File: src/shared/mptu_pkg.sv
// Package: register map, field positions, reset values and states
package mptu_pkg;
	// Register word indices; the byte address is four times the index
	localparam logic [7:0] ADDR_CAPT_HIGH = 8'hf0;
	localparam logic [7:0] ADDR_CAPT_LOW = 8'hf1;
	localparam logic [7:0] ADDR_OVF_CMP = 8'hf2;
	localparam logic [7:0] ADDR_IRQ_PEND = 8'hf3;
	localparam logic [7:0] ADDR_CTRL_ZERO = 8'h30;
	localparam logic [7:0] ADDR_CTRL_ONE = 8'h31;
	localparam logic [7:0] ADDR_CTRL_TWO = 8'h32;
	localparam logic [7:0] ADDR_SETUP = 8'h33;
	localparam logic [7:0] ADDR_OUT_REG = 8'h34;
	localparam logic [7:0] ADDR_VECTOR = 8'h35;
	localparam logic [7:0] ADDR_REP = 8'h36;
	localparam logic [7:0] ADDR_PRE_U = 8'h38;
	localparam logic [7:0] ADDR_PRE_V = 8'h39;
	localparam logic [7:0] ADDR_PRE_W = 8'h3a;
	localparam logic [7:0] ADDR_PRE_P = 8'h3b;
	localparam logic [7:0] ADDR_CMP_STAT = 8'h37;
	// Reset values
	localparam logic [7:0] OVF_CMP_RESET = 8'hff;
	localparam logic [7:0] CTRL_ZERO_RESET = 8'h83;
	localparam logic [7:0] ZERO_BYTE = 8'h00;
	// Control zero fields
	localparam int B_TACHO_EN = 6;
	localparam int B_PWM_EN = 5;
	localparam int B_TACHO_CLR = 4;
	localparam int B_PWM_CLR = 3;
	localparam int B_COUNT_MODE = 2;
	localparam int B_COMPL_SEL = 0;
	// Control one fields
	localparam int B_EMERG_EN = 6;
	localparam int B_CLR_ON_CAPT = 5;
	localparam int B_CAPT_SRC = 4;
	localparam int B_SW_CAPT = 3;
	localparam int B_ONESHOT = 2;
	// Control two fields
	localparam int B_REP_SW_EN = 6;
	localparam int B_W_SW_EN = 5;
	localparam int B_V_SW_EN = 4;
	localparam int B_U_SW_EN = 3;
	localparam int B_P_SW_EN = 2;
	localparam int B_SW_XFER = 1;
	localparam int B_XFER_MODE = 0;
	// Setup fields, and the output register select bit B_OUT_REG_SEL
	localparam int B_EMERG_LEVEL = 1;
	localparam int B_DIR_SEL = 0;
	localparam int B_OUT_REG_SEL = 7;
	localparam int B_OUT_ENABLE = 6;
	// Pending bit positions; P_EMERG is the emergency bit of the vector register
	localparam int P_PERIOD = 7;
	localparam int P_CAPT = 6;
	localparam int P_OVF = 5;
	localparam int P_XFER = 4;
	localparam int P_ZERO = 3;
	localparam int P_U = 2;
	localparam int P_V = 1;
	localparam int P_W = 0;
	localparam int P_EMERG = 3;
	// Edge sensitivity codes
	localparam logic [1:0] EDGE_NONE = 2'h0;
	localparam logic [1:0] EDGE_FALL = 2'h1;
	localparam logic [1:0] EDGE_RISE = 2'h2;
	localparam logic [1:0] EDGE_BOTH = 2'h3;
	// Tacho counter run state
	typedef enum logic [1:0] {
		MPTU_IDLE = 2'b01,
		MPTU_RUN = 2'b10
	} mptu_state_t;
endpackage

File: src/verilog/mptu_phase_cmp.sv
// One phase: active compare register, match flag and single PWM output
`timescale 1ns/1ps
module mptu_phase_cmp
	import mptu_pkg::*;
#(
	parameter int W = 11
) (
	input wire logic hclk,
	input wire logic hresetn,
	input wire logic load,
	input wire logic [W-1:0] preload,
	input wire logic [9:0] pwm_cnt,
	input wire logic count_up,
	input wire logic zero_mode,
	input wire logic dir_sel,
	input wire logic tick,
	output logic [W-1:0] active,
	output logic match,
	output logic pwm_out
);
	logic [W-1:0] act_reg;
	logic [W-1:0] act_next;
	logic hit;
	logic [W-1:0] cnt_ext;

	// Active compare value; zero after reset
	always_comb begin
		act_next = act_reg;
		if (load) begin
			act_next = preload;
		end
	end
	always_ff @(posedge hclk or negedge hresetn) begin
		if (!hresetn) begin
			act_reg <= '0;
		end else begin
			act_reg <= act_next;
		end
	end
	assign active = act_reg;

	// Match counts one direction only in zero-centred mode
	// Counter taken to the compare width on purpose
	assign cnt_ext = W'(pwm_cnt);
	assign hit = tick && (cnt_ext == act_reg);
	assign match = hit && (!zero_mode || (count_up == dir_sel));
	// High while counter is below the compare value; zero holds low
	assign pwm_out = (act_reg != '0) && (cnt_ext < act_reg);
endmodule

File: src/verilog/mptu_ctrl.sv
// Motor PWM control: tacho counter, preload transfer, outputs, emergency
`timescale 1ns/1ps
module mptu_ctrl
	import mptu_pkg::*;
(
	input wire logic hclk,
	input wire logic hresetn,
	input wire logic hsel,
	input wire logic [31:0] haddr,
	input wire logic [1:0] htrans,
	input wire logic hwrite,
	input wire logic [2:0] hsize,
	input wire logic [31:0] hwdata,
	input wire logic hready,
	output logic [31:0] hrdata,
	output logic hreadyout,
	output logic hresp,
	input wire logic tacho_pin,
	input wire logic emerg_pin,
	input wire logic [5:0] deadtime_in,
	input wire logic [7:0] irq_enable,
	output logic [5:0] motor_out,
	output logic [5:0] motor_oe,
	output logic emerg_irq
);
	// Bus, control and status registers
	logic [7:0] ctl0_reg, ctl0_next, ctl1_reg, ctl1_next, ctl2_reg, ctl2_next;
	logic [7:0] setup_reg, setup_next, outr_reg, outr_next;
	logic [7:0] ovfc_reg, ovfc_next, pend_reg, pend_next, rep_reg, rep_next;
	logic [7:0] repc_reg, repc_next;
	logic [15:0] tcnt_reg, tcnt_next, capt_reg, capt_next;
	logic [9:0] pcnt_reg, pcnt_next;
	logic up_reg, up_next, emp_reg, emp_next;
	logic [10:0] pre_u_reg, pre_v_reg, pre_w_reg, pre_next_u;
	logic [10:0] pre_next_v, pre_next_w;
	logic [9:0] pre_p_reg, pre_next_p;
	logic [7:0] wa_reg;
	logic wr_reg, rd_ok;
	logic [31:0] rdata_reg, rdata_next;
	mptu_state_t tst_reg, tst_next;
	logic [1:0] tacho_sync, emerg_sync;
	logic tacho_d;
	logic cap_ev, ovf_ev, xfer_hw, xfer_sw, zero_ev, per_ev, emerg_ack;
	logic [2:0] ph_match, ph_out, ld_ph;
	logic [10:0] act_u, act_v, act_w;
	logic [9:0] act_p;
	logic wr_now;
	logic [7:0] raw_ev;

	// Two-flop synchronisers for the external pins
	always_ff @(posedge hclk or negedge hresetn) begin
		if (!hresetn) begin
			tacho_sync <= 2'h0;
			emerg_sync <= 2'h0;
			tacho_d <= 1'b0;
		end else begin
			tacho_sync <= {tacho_sync[0], tacho_pin};
			emerg_sync <= {emerg_sync[0], emerg_pin};
			tacho_d <= tacho_sync[1];
		end
	end

	// Capture source: edge of tacho pin or software trigger
	always_comb begin
		logic rise, fall, pin_ev;
		pin_ev = 1'b0;
		rise = tacho_sync[1] && !tacho_d;
		fall = !tacho_sync[1] && tacho_d;
		case (ctl1_reg[1:0])
			EDGE_FALL: pin_ev = fall;
			EDGE_RISE: pin_ev = rise;
			EDGE_BOTH: pin_ev = rise || fall;
			default: pin_ev = 1'b0;
		endcase
		cap_ev = ctl1_reg[B_CAPT_SRC] ? ctl1_reg[B_SW_CAPT] : pin_ev;
	end

	// Overflow when upper byte reaches compare while counting
	assign ovf_ev = ctl0_reg[B_TACHO_EN] && (tcnt_reg[15:8] == ovfc_reg);
	// Emergency acknowledged per level setting
	assign emerg_ack = ctl1_reg[B_EMERG_EN] &&
		(emerg_sync[1] == setup_reg[B_EMERG_LEVEL]);
	assign wr_now = wr_reg;

	// AHB-Lite address phase capture; zero wait states
	always_ff @(posedge hclk or negedge hresetn) begin
		if (!hresetn) begin
			wa_reg <= 8'h00;
			wr_reg <= 1'b0;
			rdata_reg <= 32'h0;
		end else begin
			wr_reg <= hsel && hready && htrans[1] && hwrite;
			if (hsel && hready && htrans[1]) begin
				wa_reg <= haddr[9:2];
			end
			rdata_reg <= rdata_next;
		end
	end
	assign rd_ok = hsel && hready && htrans[1] && !hwrite;
	assign hreadyout = 1'b1;
	assign hresp = 1'b0;
	assign hrdata = rdata_reg;

	// Read mux; registered so data stands in the data phase
	always_comb begin
		logic [7:0] v;
		v = 8'h00;
		case (haddr[9:2])
			ADDR_CAPT_HIGH: v = capt_reg[15:8];
			ADDR_CAPT_LOW: v = capt_reg[7:0];
			ADDR_OVF_CMP: v = ovfc_reg;
			ADDR_IRQ_PEND: v = pend_reg;
			ADDR_CTRL_ZERO: v = {ctl0_reg[7:2], up_reg, ctl0_reg[0]};
			ADDR_CTRL_ONE: v = ctl1_reg;
			ADDR_CTRL_TWO: v = ctl2_reg;
			ADDR_SETUP: v = setup_reg;
			ADDR_OUT_REG: v = outr_reg;
			ADDR_VECTOR: v = {4'h0, emp_reg, 3'h0};
			ADDR_REP: v = rep_reg;
			ADDR_CMP_STAT: v = repc_reg;
			default: v = 8'h00;
		endcase
		rdata_next = rd_ok ? {24'h0, v} : rdata_reg;
	end

	// Repetition reload and transfer events
	assign xfer_hw = !ctl2_reg[B_XFER_MODE] && ctl0_reg[B_PWM_EN] &&
		(repc_reg == 8'h00) && (pcnt_reg == 10'h000);
	assign xfer_sw = ctl2_reg[B_XFER_MODE] && ctl2_reg[B_SW_XFER];
	assign ld_ph[0] = xfer_hw || (xfer_sw && ctl2_reg[B_U_SW_EN]);
	assign ld_ph[1] = xfer_hw || (xfer_sw && ctl2_reg[B_V_SW_EN]);
	assign ld_ph[2] = xfer_hw || (xfer_sw && ctl2_reg[B_W_SW_EN]);
	assign zero_ev = ctl0_reg[B_PWM_EN] && (pcnt_reg == 10'h000);
	assign per_ev = ctl0_reg[B_PWM_EN] && (pcnt_reg == act_p);

	// Phase compare blocks
	mptu_phase_cmp #(.W(11)) u_ph_u (.hclk(hclk), .hresetn(hresetn),
		.load(ld_ph[0]), .preload(pre_u_reg), .pwm_cnt(pcnt_reg),
		.count_up(up_reg), .zero_mode(ctl0_reg[B_COUNT_MODE]),
		.dir_sel(setup_reg[B_DIR_SEL]), .tick(ctl0_reg[B_PWM_EN]),
		.active(act_u), .match(ph_match[0]), .pwm_out(ph_out[0]));
	mptu_phase_cmp #(.W(11)) u_ph_v (.hclk(hclk), .hresetn(hresetn),
		.load(ld_ph[1]), .preload(pre_v_reg), .pwm_cnt(pcnt_reg),
		.count_up(up_reg), .zero_mode(ctl0_reg[B_COUNT_MODE]),
		.dir_sel(setup_reg[B_DIR_SEL]), .tick(ctl0_reg[B_PWM_EN]),
		.active(act_v), .match(ph_match[1]), .pwm_out(ph_out[1]));
	mptu_phase_cmp #(.W(11)) u_ph_w (.hclk(hclk), .hresetn(hresetn),
		.load(ld_ph[2]), .preload(pre_w_reg), .pwm_cnt(pcnt_reg),
		.count_up(up_reg), .zero_mode(ctl0_reg[B_COUNT_MODE]),
		.dir_sel(setup_reg[B_DIR_SEL]), .tick(ctl0_reg[B_PWM_EN]),
		.active(act_w), .match(ph_match[2]), .pwm_out(ph_out[2]));
	// Period compare also starts at zero
	mptu_phase_cmp #(.W(10)) u_ph_p (.hclk(hclk), .hresetn(hresetn),
		.load(xfer_hw || (xfer_sw && ctl2_reg[B_P_SW_EN])),
		.preload(pre_p_reg), .pwm_cnt(pcnt_reg), .count_up(up_reg),
		.zero_mode(1'b0), .dir_sel(1'b0), .tick(1'b0),
		.active(act_p), .match(), .pwm_out());

	// Raw events in pending-bit order
	assign raw_ev = {per_ev, cap_ev, ovf_ev, xfer_hw || xfer_sw, zero_ev,
		ph_match[0], ph_match[1], ph_match[2]};

	// Next state for all control, counter and pending state
	always_comb begin
		logic [7:0] wd;
		wd = hwdata[7:0];
		ctl0_next = ctl0_reg;
		ctl1_next = ctl1_reg;
		ctl2_next = ctl2_reg;
		setup_next = setup_reg;
		outr_next = outr_reg;
		ovfc_next = ovfc_reg;
		rep_next = rep_reg;
		repc_next = repc_reg;
		pre_next_u = pre_u_reg;
		pre_next_v = pre_v_reg;
		pre_next_w = pre_w_reg;
		pre_next_p = pre_p_reg;
		tcnt_next = tcnt_reg;
		capt_next = capt_reg;
		pcnt_next = pcnt_reg;
		up_next = up_reg;
		pend_next = pend_reg;
		emp_next = emp_reg;
		tst_next = tst_reg;
		// Self-clearing strobes last one cycle
		ctl0_next[B_TACHO_CLR] = 1'b0;
		ctl0_next[B_PWM_CLR] = 1'b0;
		ctl1_next[B_SW_CAPT] = 1'b0;
		ctl2_next[B_SW_XFER] = 1'b0;
		// Mask write clears only bits written 0
		if (wr_now && wa_reg == ADDR_IRQ_PEND) begin
			pend_next = pend_reg & wd;
		end
		// Emergency pending clears only while input inactive
		if (wr_now && wa_reg == ADDR_VECTOR && !wd[P_EMERG] && !emerg_ack) begin
			emp_next = 1'b0;
		end
		if (wr_now) begin
			case (wa_reg)
				ADDR_CTRL_ZERO: ctl0_next = {wd[7:2], 1'b0, wd[0]};
				ADDR_CTRL_ONE: ctl1_next = wd;
				ADDR_CTRL_TWO: ctl2_next = wd;
				ADDR_SETUP: setup_next = wd;
				ADDR_OUT_REG: outr_next = wd;
				ADDR_OVF_CMP: ovfc_next = wd;
				ADDR_REP: rep_next = wd;
				ADDR_PRE_U: pre_next_u = hwdata[10:0];
				ADDR_PRE_V: pre_next_v = hwdata[10:0];
				ADDR_PRE_W: pre_next_w = hwdata[10:0];
				ADDR_PRE_P: pre_next_p = hwdata[9:0];
				default: ;
			endcase
		end
		// PWM counter: classical saw or zero-centred triangle
		if (ctl0_reg[B_PWM_EN]) begin
			if (!ctl0_reg[B_COUNT_MODE]) begin
				up_next = 1'b1;
				pcnt_next = (pcnt_reg >= act_p) ? 10'h000 : pcnt_reg + 10'h001;
			end else if (up_reg) begin
				if (pcnt_reg >= act_p) begin
					up_next = 1'b0;
					pcnt_next = pcnt_reg - 10'h001;
				end else begin
					pcnt_next = pcnt_reg + 10'h001;
				end
			end else if (pcnt_reg == 10'h000) begin
				up_next = 1'b1;
				pcnt_next = 10'h001;
			end else begin
				pcnt_next = pcnt_reg - 10'h001;
			end
		end
		if (ctl0_reg[B_PWM_CLR]) begin
			pcnt_next = 10'h000;
		end
		// Repetition counter reload on hardware transfer
		if (xfer_hw) begin
			repc_next = rep_reg;
		end else if (zero_ev && !ctl2_reg[B_XFER_MODE]) begin
			repc_next = repc_reg - 8'h01;
		end
		// Software update of repetition counter, decremented at once
		if (xfer_sw && ctl2_reg[B_REP_SW_EN]) begin
			repc_next = rep_reg - 8'h01;
		end
		// Tacho counter run state
		case (tst_reg)
			MPTU_IDLE: begin
				if (ctl0_reg[B_TACHO_EN]) begin
					tst_next = MPTU_RUN;
				end
			end
			MPTU_RUN: begin
				if (!ctl0_reg[B_TACHO_EN]) begin
					tst_next = MPTU_IDLE;
				end
			end
			default: tst_next = MPTU_IDLE;
		endcase
		if (ctl0_reg[B_TACHO_EN]) begin
			tcnt_next = tcnt_reg + 16'h0001;
		end
		if (cap_ev) begin
			capt_next = tcnt_reg;
			if (ctl1_reg[B_CLR_ON_CAPT]) begin
				tcnt_next = 16'h0000;
			end
			if (ctl1_reg[B_ONESHOT]) begin
				ctl0_next[B_TACHO_EN] = 1'b0;
			end
		end
		if (ovf_ev) begin
			tcnt_next = 16'h0000;
			if (ctl1_reg[B_ONESHOT]) begin
				ctl0_next[B_TACHO_EN] = 1'b0;
			end
		end
		if (ctl0_reg[B_TACHO_CLR]) begin
			tcnt_next = 16'h0000;
		end
		// Hardware sets win over a clear in the same cycle
		pend_next = pend_next | (raw_ev & irq_enable);
		// Emergency: pending set, output enable dropped
		if (emerg_ack) begin
			emp_next = 1'b1;
			setup_next[B_OUT_ENABLE] = 1'b0;
		end
	end

	// State registers; reset values from the package
	always_ff @(posedge hclk or negedge hresetn) begin
		if (!hresetn) begin
			ctl0_reg <= CTRL_ZERO_RESET;
			ctl1_reg <= ZERO_BYTE;
			ctl2_reg <= ZERO_BYTE;
			setup_reg <= ZERO_BYTE;
			outr_reg <= ZERO_BYTE;
			ovfc_reg <= OVF_CMP_RESET;
			pend_reg <= ZERO_BYTE;
			rep_reg <= ZERO_BYTE;
			repc_reg <= ZERO_BYTE;
			pre_u_reg <= 11'h000;
			pre_v_reg <= 11'h000;
			pre_w_reg <= 11'h000;
			pre_p_reg <= 10'h000;
			tcnt_reg <= 16'h0000;
			capt_reg <= 16'h0000;
			pcnt_reg <= 10'h000;
			up_reg <= 1'b1;
			emp_reg <= 1'b0;
			tst_reg <= MPTU_IDLE;
		end else begin
			ctl0_reg <= ctl0_next;
			ctl1_reg <= ctl1_next;
			ctl2_reg <= ctl2_next;
			setup_reg <= setup_next;
			outr_reg <= outr_next;
			ovfc_reg <= ovfc_next;
			pend_reg <= pend_next;
			rep_reg <= rep_next;
			repc_reg <= repc_next;
			pre_u_reg <= pre_next_u;
			pre_v_reg <= pre_next_v;
			pre_w_reg <= pre_next_w;
			pre_p_reg <= pre_next_p;
			tcnt_reg <= tcnt_next;
			capt_reg <= capt_next;
			pcnt_reg <= pcnt_next;
			up_reg <= up_next;
			emp_reg <= emp_next;
			tst_reg <= tst_next;
		end
	end

	// Output source select pairs ordered UH UL VH VL WH WL
	always_comb begin
		logic [5:0] pw;
		pw = {ph_out[0], ph_out[0], ph_out[1], ph_out[1], ph_out[2], ph_out[2]};
		if (outr_reg[B_OUT_REG_SEL]) begin
			motor_out = outr_reg[5:0];
		end else if (ctl0_reg[B_COMPL_SEL]) begin
			motor_out = deadtime_in;
		end else begin
			motor_out = pw;
		end
	end
	// Outputs float while emergency pending or output enable is off
	assign motor_oe = (setup_reg[B_OUT_ENABLE] && !emp_reg) ? 6'h3f : 6'h00;
	// Emergency pass-through when handling is off
	assign emerg_irq = ctl1_reg[B_EMERG_EN] ? emp_reg : emerg_sync[1];

	// Assertions
	ovf_stops_oneshot_a: assert property (@(posedge hclk) disable iff (!hresetn)
		ovf_ev && ctl1_reg[B_ONESHOT] && !wr_now |=> !ctl0_reg[B_TACHO_EN])
		else $error("one-shot overflow left counter enabled");
	ovf_zeroes_cnt_a: assert property (@(posedge hclk) disable iff (!hresetn)
		ovf_ev && !ctl0_reg[B_TACHO_CLR] |=> tcnt_reg == 16'h0000)
		else $error("overflow did not zero counter");
	capt_latch_a: assert property (@(posedge hclk) disable iff (!hresetn)
		cap_ev |=> capt_reg == $past(tcnt_reg))
		else $error("capture did not latch count");
	tclr_self_a: assert property (@(posedge hclk) disable iff (!hresetn)
		ctl0_reg[B_TACHO_CLR] |=> tcnt_reg == 16'h0000 && !ctl0_reg[B_TACHO_CLR])
		else $error("tacho clear misbehaved");
	pend_no_set_a: assert property (@(posedge hclk) disable iff (!hresetn)
		wr_now && wa_reg == ADDR_IRQ_PEND |=>
		(pend_reg & ~$past(pend_reg)) == ($past(raw_ev) & $past(irq_enable)
		& ~$past(pend_reg)))
		else $error("pending bits set by software");
	pend_gate_a: assert property (@(posedge hclk) disable iff (!hresetn)
		(pend_reg & ~$past(pend_reg) & ~$past(irq_enable)) == 8'h00)
		else $error("pending set while disabled");
	emerg_hold_a: assert property (@(posedge hclk) disable iff (!hresetn)
		emerg_ack |=> emp_reg && motor_oe == 6'h00)
		else $error("emergency did not float outputs");
	pass_through_a: assert property (@(posedge hclk) disable iff (!hresetn)
		!ctl1_reg[B_EMERG_EN] |-> emerg_irq == $past(emerg_pin, 2))
		else $error("emergency not passed through");
	swx_self_a: assert property (@(posedge hclk) disable iff (!hresetn)
		ctl2_reg[B_SW_XFER] && !(wr_now && wa_reg == ADDR_CTRL_TWO) |=>
		!ctl2_reg[B_SW_XFER])
		else $error("software transfer did not clear");
	outreg_a: assert property (@(posedge hclk) disable iff (!hresetn)
		outr_reg[B_OUT_REG_SEL] |-> motor_out == outr_reg[5:0])
		else $error("direct output not applied");
	cap_c: cover property (@(posedge hclk) disable iff (!hresetn) cap_ev);
	ovf_c: cover property (@(posedge hclk) disable iff (!hresetn) ovf_ev);
	xfer_c: cover property (@(posedge hclk) disable iff (!hresetn) xfer_hw);
	emerg_c: cover property (@(posedge hclk) disable iff (!hresetn) emerg_ack);
endmodule

File: config.mk
export PLATFORM = sky130hd
export DESIGN_NAME = mptu_ctrl
export DESIGN_NICKNAME = d
export VERILOG_FILES = /design/src/shared/mptu_pkg.sv /design/src/verilog/mptu_phase_cmp.sv /design/src/verilog/mptu_ctrl.sv
export SDC_FILE = /design/constraint.sdc
export NUM_CORES = 1
export LEC_CHECK = 0
export BUFFER_PORTS_ARGS = -buffer_cell sky130_fd_sc_hd__buf_4
export CORE_MARGIN = 2
export CORE_UTILIZATION = 35
export CTS_CLUSTER_SIZE = 8
export DETAILED_ROUTE_END_ITERATION = 8
export SLEW_MARGIN = 25
export SYNTH_ARGS = -nofsm -noshare
export SYNTH_HDL_FRONTEND = slang
export SYNTH_SLANG_ARGS = --single-unit
File: constraint.sdc
create_clock -name hclk -period 2.7 [get_ports hclk]
set_input_delay 0.27 -clock hclk [delete_from_list [all_inputs] [get_ports hclk]]
set_output_delay 0.27 -clock hclk [all_outputs]
set_load 0.005 [all_outputs]
==> results.tsv, run 1 <==
stage	metric	value	unit
die	start_util	0.354	
global_route	antenna_found_initial	2	
cells_and_area	fillers	3203	
critical_path	crit_slowest_cell	dfrtp_1	
synthesis	synthCells	1135	
critical_path	crit_arrival	2.52	ns
status	outcome	finished, violations left	
global_route	grtUsageMet3	0.0238	
power	total_power	10.7	mW
global_route	grt_busiest_layer	met2	
placement	numPortBuffers	61	
drt	wirelength	32800	um
drt	via_count	9059	
die	row_count	67	
drt	post_drt_wl_per_cell	19.2	um
critical_path	slowest_delay	0.41	ns
placement	dp_hpwl	22600	um
critical_path	critPathLaunch	pcnt_reg[8]	
clock_network	cts_buffers	31	
synthesis	synthArstFlopShare	1.00	
critical_path	cp_max_fo	9	
die	io_pins	137	
placement	place.gp.congestion	0.898	
sta	tightest_slew	0.658	ns
power	irDropWorstVdd	0.457	mV
global_route	grt_max_degree	84	
critical_path	path_cells	buf_4 -> ha_1 -> a21o_1 -> a21oi_2 -> o41ai_2 -> o21ai_1 -> buf_4 -> o221a_4 -> buf_6	
critical_path	reg2reg_from	pcnt_reg[1]	
clock_network	h-tree-depth	1	
clock_network	clk_pin_slew	0.05	ns
drt	viasPerCell	5.30	
global_route	overflow	0	
sta	finalCritPeriodShare	1.03	
die	die_x	188	um
synthesis	syn_area_per_cell	10.4	um^2
sta	clock.fmax	0.358	GHz
power	p_per_area	760	nW/um^2
die	die_height	188	um
sta	holdWs	0.0238	ns
synthesis	synth_top_area_frac	0.449	
drt	route.antenna.remaining_nets	0	
drt	dr.pass1.iters	5	
critical_path	cp-end-kind	primary output	
global_route	grt_usage	0.185	
sta	hold_viol_final	0	
sta	setup_tns	-0.320	ns
power	leakage	6.39	nW
synthesis	synth.cell_area	11800	um^2
critical_path	reg2reg_setup_slack	0.23	ns
sta	min_period	2.79	ns
synthesis	synth-edff-count	0	
worst_hold_path	worstHoldPathType	primary input to flop	
die	fp.coreArea	33400	um^2
synthesis	yosys_warnings	0	
sta	skew	0.0188	ns
die	dieArea	35300	um^2
synthesis	yosysMostFrequentCell	dfrtp_1	
status	violations	setup timing	
sta	relSlewSlack	0.561	
sta	slew_violations	0	
clock_network	clock_latency	0.56	ns
cells_and_area	diodes	0	
sta	fin_ws	-0.0919	ns
cells_and_area	fin_nets	1374	
critical_path	critical_path.top_delay_family	compound AO/OA/AOI/OAI gates	
sta	setup_viol	6	
critical_path	cpMostUsedCell	buf_4	
synthesis	synth_commonest_cells	dfrtp_1, mux2_2, nand2_1, o21ai_0, nor2_1	
synthesis	yosysUniqueCellTypes	75	
critical_path	crit_required	2.43	ns
clock_network	cts_buffer_depth	3	
drt	drc_errors	0	
clock_network	cts-root-buf	clkbuf_16	
global_route	grtUsageMet2	0.301	
cells_and_area	drive_above_1_share	0.258	
clock_network	clock-sinks	223	
global_route	grt_first_pass_wirelength	51600	um
critical_path	crit_path_start_kind	flop	
synthesis	synthTopCellsByArea	dfrtp_1, mux2_2, ha_1	
critical_path	path_class	flop to primary output	
synthesis	yosysTopAreaCell	dfrtp_1	
worst_hold_path	hp-start	irq_enable[7]	
drt	drtIter0Drc	808	
run	max-cap-violations	0	
global_route	grt_pass1_vias	8860	
critical_path	crit_buf_inv	3	
global_route	grtUsageMet1	0.258	
synthesis	ys_ff_latch	223	
clock_network	cts_tree	built	
cells_and_area	syn_to_final_growth	19.5	%
synthesis	ys_seq_area_frac	0.473	
synthesis	synth_flop_cell	dfrtp_1	
sta	rsz0062_at_grt	true	
[through the flow]
step	std cells	worst slack (ns)	util	instance area [um^2]
after floorplan	1159	0.403	-	11900
after global placement	1628	0.00814	0.384	12800
after detailed placement	1628	0.0229	0.384	12800
after CTS	1707	-0.124	0.421	14000
after global routing	1709	-0.201	0.424	14100
final	1709	-0.0919	0.424	14100
[worst min-delay path, cell delays in order]
cell and delay, ns:
buf_4 0.12, nand4_1 0.08, o31ai_1 0.06
[logic make-up after synthesis]
| group | after synthesis | synth area share |
|---|---|---|
| mux | 134 | 0.127 |
| other cells | 2 | 0.000635 |
| buf+inv | 133 | 0.0554 |
| xor+xnor | 32 | 0.0237 |
| flops | 223 | 0.473 |
| compound gates | 228 | 0.126 |
| simple gates | 335 | 0.143 |
| fa+ha+maj | 48 | 0.0508 |
[where the power goes]
| part | internal, mW | switching (mW) | total (mW) |
|---|---|---|---|
| logic | 1.42 | 1.65 | 3.07 |
| clock network | 2.14 | 1.44 | 3.58 |
| registers | 3.68 | 0.409 | 4.09 |
| total | 7.24 | 3.50 | 10.7 |
[timing repair]
action | CTS | global route
buffers inserted | 10 | 2
hold buffers | 12 | 0
pin swaps | 10 | 7
setup endpoints to repair | 6 | 13
endpoints found under the hold margin | 83 | 0
gates resized for setup | 28 | 13
[final cells by class]
type | count | area, um^2 | share of cell area
timing repair buffer | 122 | 1020 | 0.0723
multi-input combinational | 803 | 5860 | 0.415
clock inverter | 1 | 8.76 | 0.000619
inverter | 55 | 206 | 0.0146
sequential | 223 | 5600 | 0.396
clock buffer | 57 | 873 | 0.0618
tap | 448 | 561 | 0.0396
[worst paths after layout]
| check | endpoint | depth (start not counted) |
|---|---|---|
| min reg2reg | tacho_sync[1] | 0 |
| max | motor_out[2] | 9 |
| max in group asynchronous | ctl0_reg[7] | 3 |
| min in group asynchronous | pre_v_reg[4] | 2 |
| min | pend_reg[7] | 3 |
| max reg2reg | pend_reg[4] | 9 |
[routing by layer]
metal,share of wire,vias to the layer above
li1,-,4236
met1,0.46,4524
met2,0.47,239
met3,0.044,60
met4,0.027,0
met5,0,-
[cells in the final DEF (no fill, tap or decap), types with 6 or more instances in the layout]
cell type / count
dfrtp_1: 205
nand2_1: 118
dfrtp_2: 7
nand3b_1: 7
ha_1: 40
nor4_1: 11
nor2_1: 58
and3_1: 12
clkbuf_16: 31
nand3_1: 30
nand2b_1: 11
buf_4: 100
nor2b_1: 12
mux2i_1: 10
dfstp_2: 11
mux2_2: 123
o31ai_1: 6
a22o_1: 14
xnor2_1: 11
nand4_1: 17
a21oi_1: 26
a21o_1: 7
xor2_1: 21
nor3_1: 18
clkbuf_1: 26
ha_4: 8
o21ai_0: 88
conb_1: 26
dlygate4sd3_1: 12
a22oi_1: 19
inv_1: 54
a311oi_1: 7
No activity file was read; power rests on OpenSTA's default activity.
==> inputs of run 2 (changes only) <==
--- a/config.mk
+++ b/config.mk
@@ -5,11 +5,11 @@
 export SDC_FILE = /design/constraint.sdc
 export NUM_CORES = 1
 export LEC_CHECK = 0
-export BUFFER_PORTS_ARGS = -buffer_cell sky130_fd_sc_hd__buf_4
 export CORE_MARGIN = 2
 export CORE_UTILIZATION = 35
 export CTS_CLUSTER_SIZE = 8
 export DETAILED_ROUTE_END_ITERATION = 8
+export DONT_BUFFER_PORTS = 1
 export SLEW_MARGIN = 25
 export SYNTH_ARGS = -nofsm -noshare
 export SYNTH_HDL_FRONTEND = slang
==> run 2 against run 1 <==
Against the previous run:
- the run ends with hold timing, setup timing left
- first-iteration DRC count decreased by 4.0%
- register-to-register slack about the same
- power decreased by 0.66%
- cell count decreased by 2.4%
- clock power about the same
- routed wire length increased by 1.3%
- flip-flop and latch count unchanged
==> results.tsv, run 2 (synthesis results as in run 1) <==
stage	metric	value	unit	change
die	row_count	67		unchanged
power	combPwrFrac	0.282		-0.004
clock_network	cts_buffers	31		unchanged
placement	place.gp.congestion	0.897		-0.18%
clock_network	clock_latency	0.55	ns	about the same
power	p_per_area	770	nW/um^2	+1.4%
cells_and_area	final_common_cell	dfrtp_1		
drt	post_drt_wl_per_cell	19.9	um	+3.8%
placement	numPortBuffers	0		-100%
sta	tightest_slew	0.943	ns	+0.284 ns
die	fp.coreArea	33400	um^2	unchanged
critical_path	crit_arrival	2.44	ns	-0.08 ns
sta	setup_viol	2		-4
die	io_pins	137		unchanged
status	outcome	finished, violations left		
critical_path	cp-end-kind	primary output		
cells_and_area	final_cell_mix	dfrtp_1, mux2_2, nand2_1		
sta	rsz0062_at_grt	true		
drt	viasPerCell	5.41		+2.1%
drt	route.antenna.remaining_nets	0		unchanged
global_route	antenna_found_initial	1		-1
critical_path	crit_required	2.43	ns	about the same
cells_and_area	design_area	13900	um^2	-2.0%
power	leakage	6.17	nW	-3.5%
drt	via_count	9031		-0.31%
global_route	grt_pass1_vias	8940		+0.90%
die	start_util	0.354		unchanged
global_route	grt_usage	0.187		+0.00204
clock_network	clock-sinks	223		unchanged
worst_hold_path	worstHoldPathType	primary input to asynchronous set/reset pin		
clock_network	cts-root-buf	clkbuf_16		
sta	finalCritPeriodShare	1.00		-0.0308
power	switchingPower	3.42	mW	-2.2%
power	irDropWorstVdd	0.506	mV	+11%
clock_network	postCtsHoldBufs	29		+17
cells_and_area	drive_above_1_share	0.223		-0.0346
cells_and_area	syn_to_final_growth	17.1	%	
global_route	grt_max_degree	224		+170%
power	seqPwrFrac	0.383		+0.002
drt	drc_errors	0		unchanged
die	dieArea	35300	um^2	unchanged
drt	wirelength	33200	um	+1.3%
status	violations	hold timing, setup timing		
sta	slew_violations	0		unchanged
placement	place_ws	0.100	ns	+0.0774 ns
die	die_height	188	um	unchanged
clock_network	h-tree-depth	1		unchanged
power	p_int	7.25	mW	+0.11%
sta	hold_viol_final	223		+223
placement	dp_hpwl	21900	um	-3.4%
clock_network	cts_buffer_depth	3		unchanged
global_route	grt_first_pass_wirelength	51900	um	+0.61%
cells_and_area	fin_nets	1333		-3.0%
sta	skew	0.0228	ns	+0.00400 ns
sta	relSlewSlack	0.370		-0.192
critical_path	path_class	flop to primary output		
power	pwr-share-clk	0.334		about the same
run	max-cap-violations	0		unchanged
sta	holdWs	-0.570	ns	-0.594 ns
critical_path	cp_max_fo	6		-3
placement	post_dp_cell_area	12300	um^2	-4.2%
power	total_power	10.7	mW	-0.66%
clock_network	cts_tree	built		
critical_path	crit_path_start_kind	flop		
sta	clock.fmax	0.369	GHz	+3.1%
drt	drtIter0Drc	776		-4.0%
die	die_x	188	um	unchanged
sta	fin_ws	-0.00892	ns	+0.0830 ns
clock_network	clk_pin_slew	0.06	ns	about the same
power	switching_share	0.321		-0.00520
drt	dr.pass1.iters	5		unchanged
global_route	overflow	0		unchanged
sta	min_period	2.71	ns	-0.0830 ns
-- run 2: repair_timing --
| action | in CTS | in global routing |
|---|---|---|
| hold endpoints to repair | 341 | 223 |
| pin swaps | 11 | 9 |
| gates resized for setup | 34 | 17 |
| setup buffers | 14 | 4 |
| endpoints found under the setup margin | 6 | 22 |
-- run 2: per-layer routing --
| metal | routed length, um | GRT usage | vias to the layer above |
|---|---|---|---|
| li1 | - | - | 4154 |
| met1 | 15100 | 0.255 | 4561 |
| met2 | 15700 | 0.307 | 252 |
| met3 | 1430 | 0.0228 | 64 |
| met4 | 982 | 0.0657 | 0 |
| met5 | 0 | 0 | - |
-- run 2: worst paths after layout --
check                               from  slack (ns)            end  cells after the start
min reg2reg                emerg_sync[0]        0.36  emerg_sync[1]                      0
max                          pcnt_reg[6]      -0.009   motor_out[5]                      8
max reg2reg                  pcnt_reg[1]        0.24    repc_reg[5]                     10
max in group asynchronous        hresetn        2.93    ovfc_reg[6]                      0
min in group hclk               haddr[2]        0.03      hrdata[1]                      2
min                              hresetn       -0.57   pre_v_reg[9]                      0
-- run 2: through the flow --
stage	std cells	utilization	setup TNS, ns
floorplan	1159	-	0
global placement	1563	0.368	0
detailed placement	1563	0.368	0
CTS	1663	0.412	-0.0150
global route	1668	0.415	-0.440
finish	1668	0.415	-0.0137
-- run 2: power groups by stage --
stage	Clock [mW]	Sequential, mW	Combinational [mW]
after global placement	0	4.17	2.33
after floorplan	0	4.01	1.80
after CTS	3.64	4.07	2.85
final	3.57	4.09	3.01
after global routing	3.78	4.13	3.35
after detailed placement	0	4.16	2.37
-- run 2: worst max-delay path, stage by stage, from the launching register on --
cell and delay [ns]:
dfrtp_2 0.51, ha_4 0.31, a21o_1 0.11, a21oi_1 0.07, nor2b_1 0.16, o21ai_2 0.10
a2111oi_4 0.39, buf_4 0.19, nor2_2 0.04
-- run 2: layout make-up --
class	count	area [um^2]
timing repair buffer	81	703
sequential	223	5600
antenna	1	2.50
tap	448	561
fill	3253	19500
inverter	55	206
multi-input combinational	803	5900
clock buffer	57	873
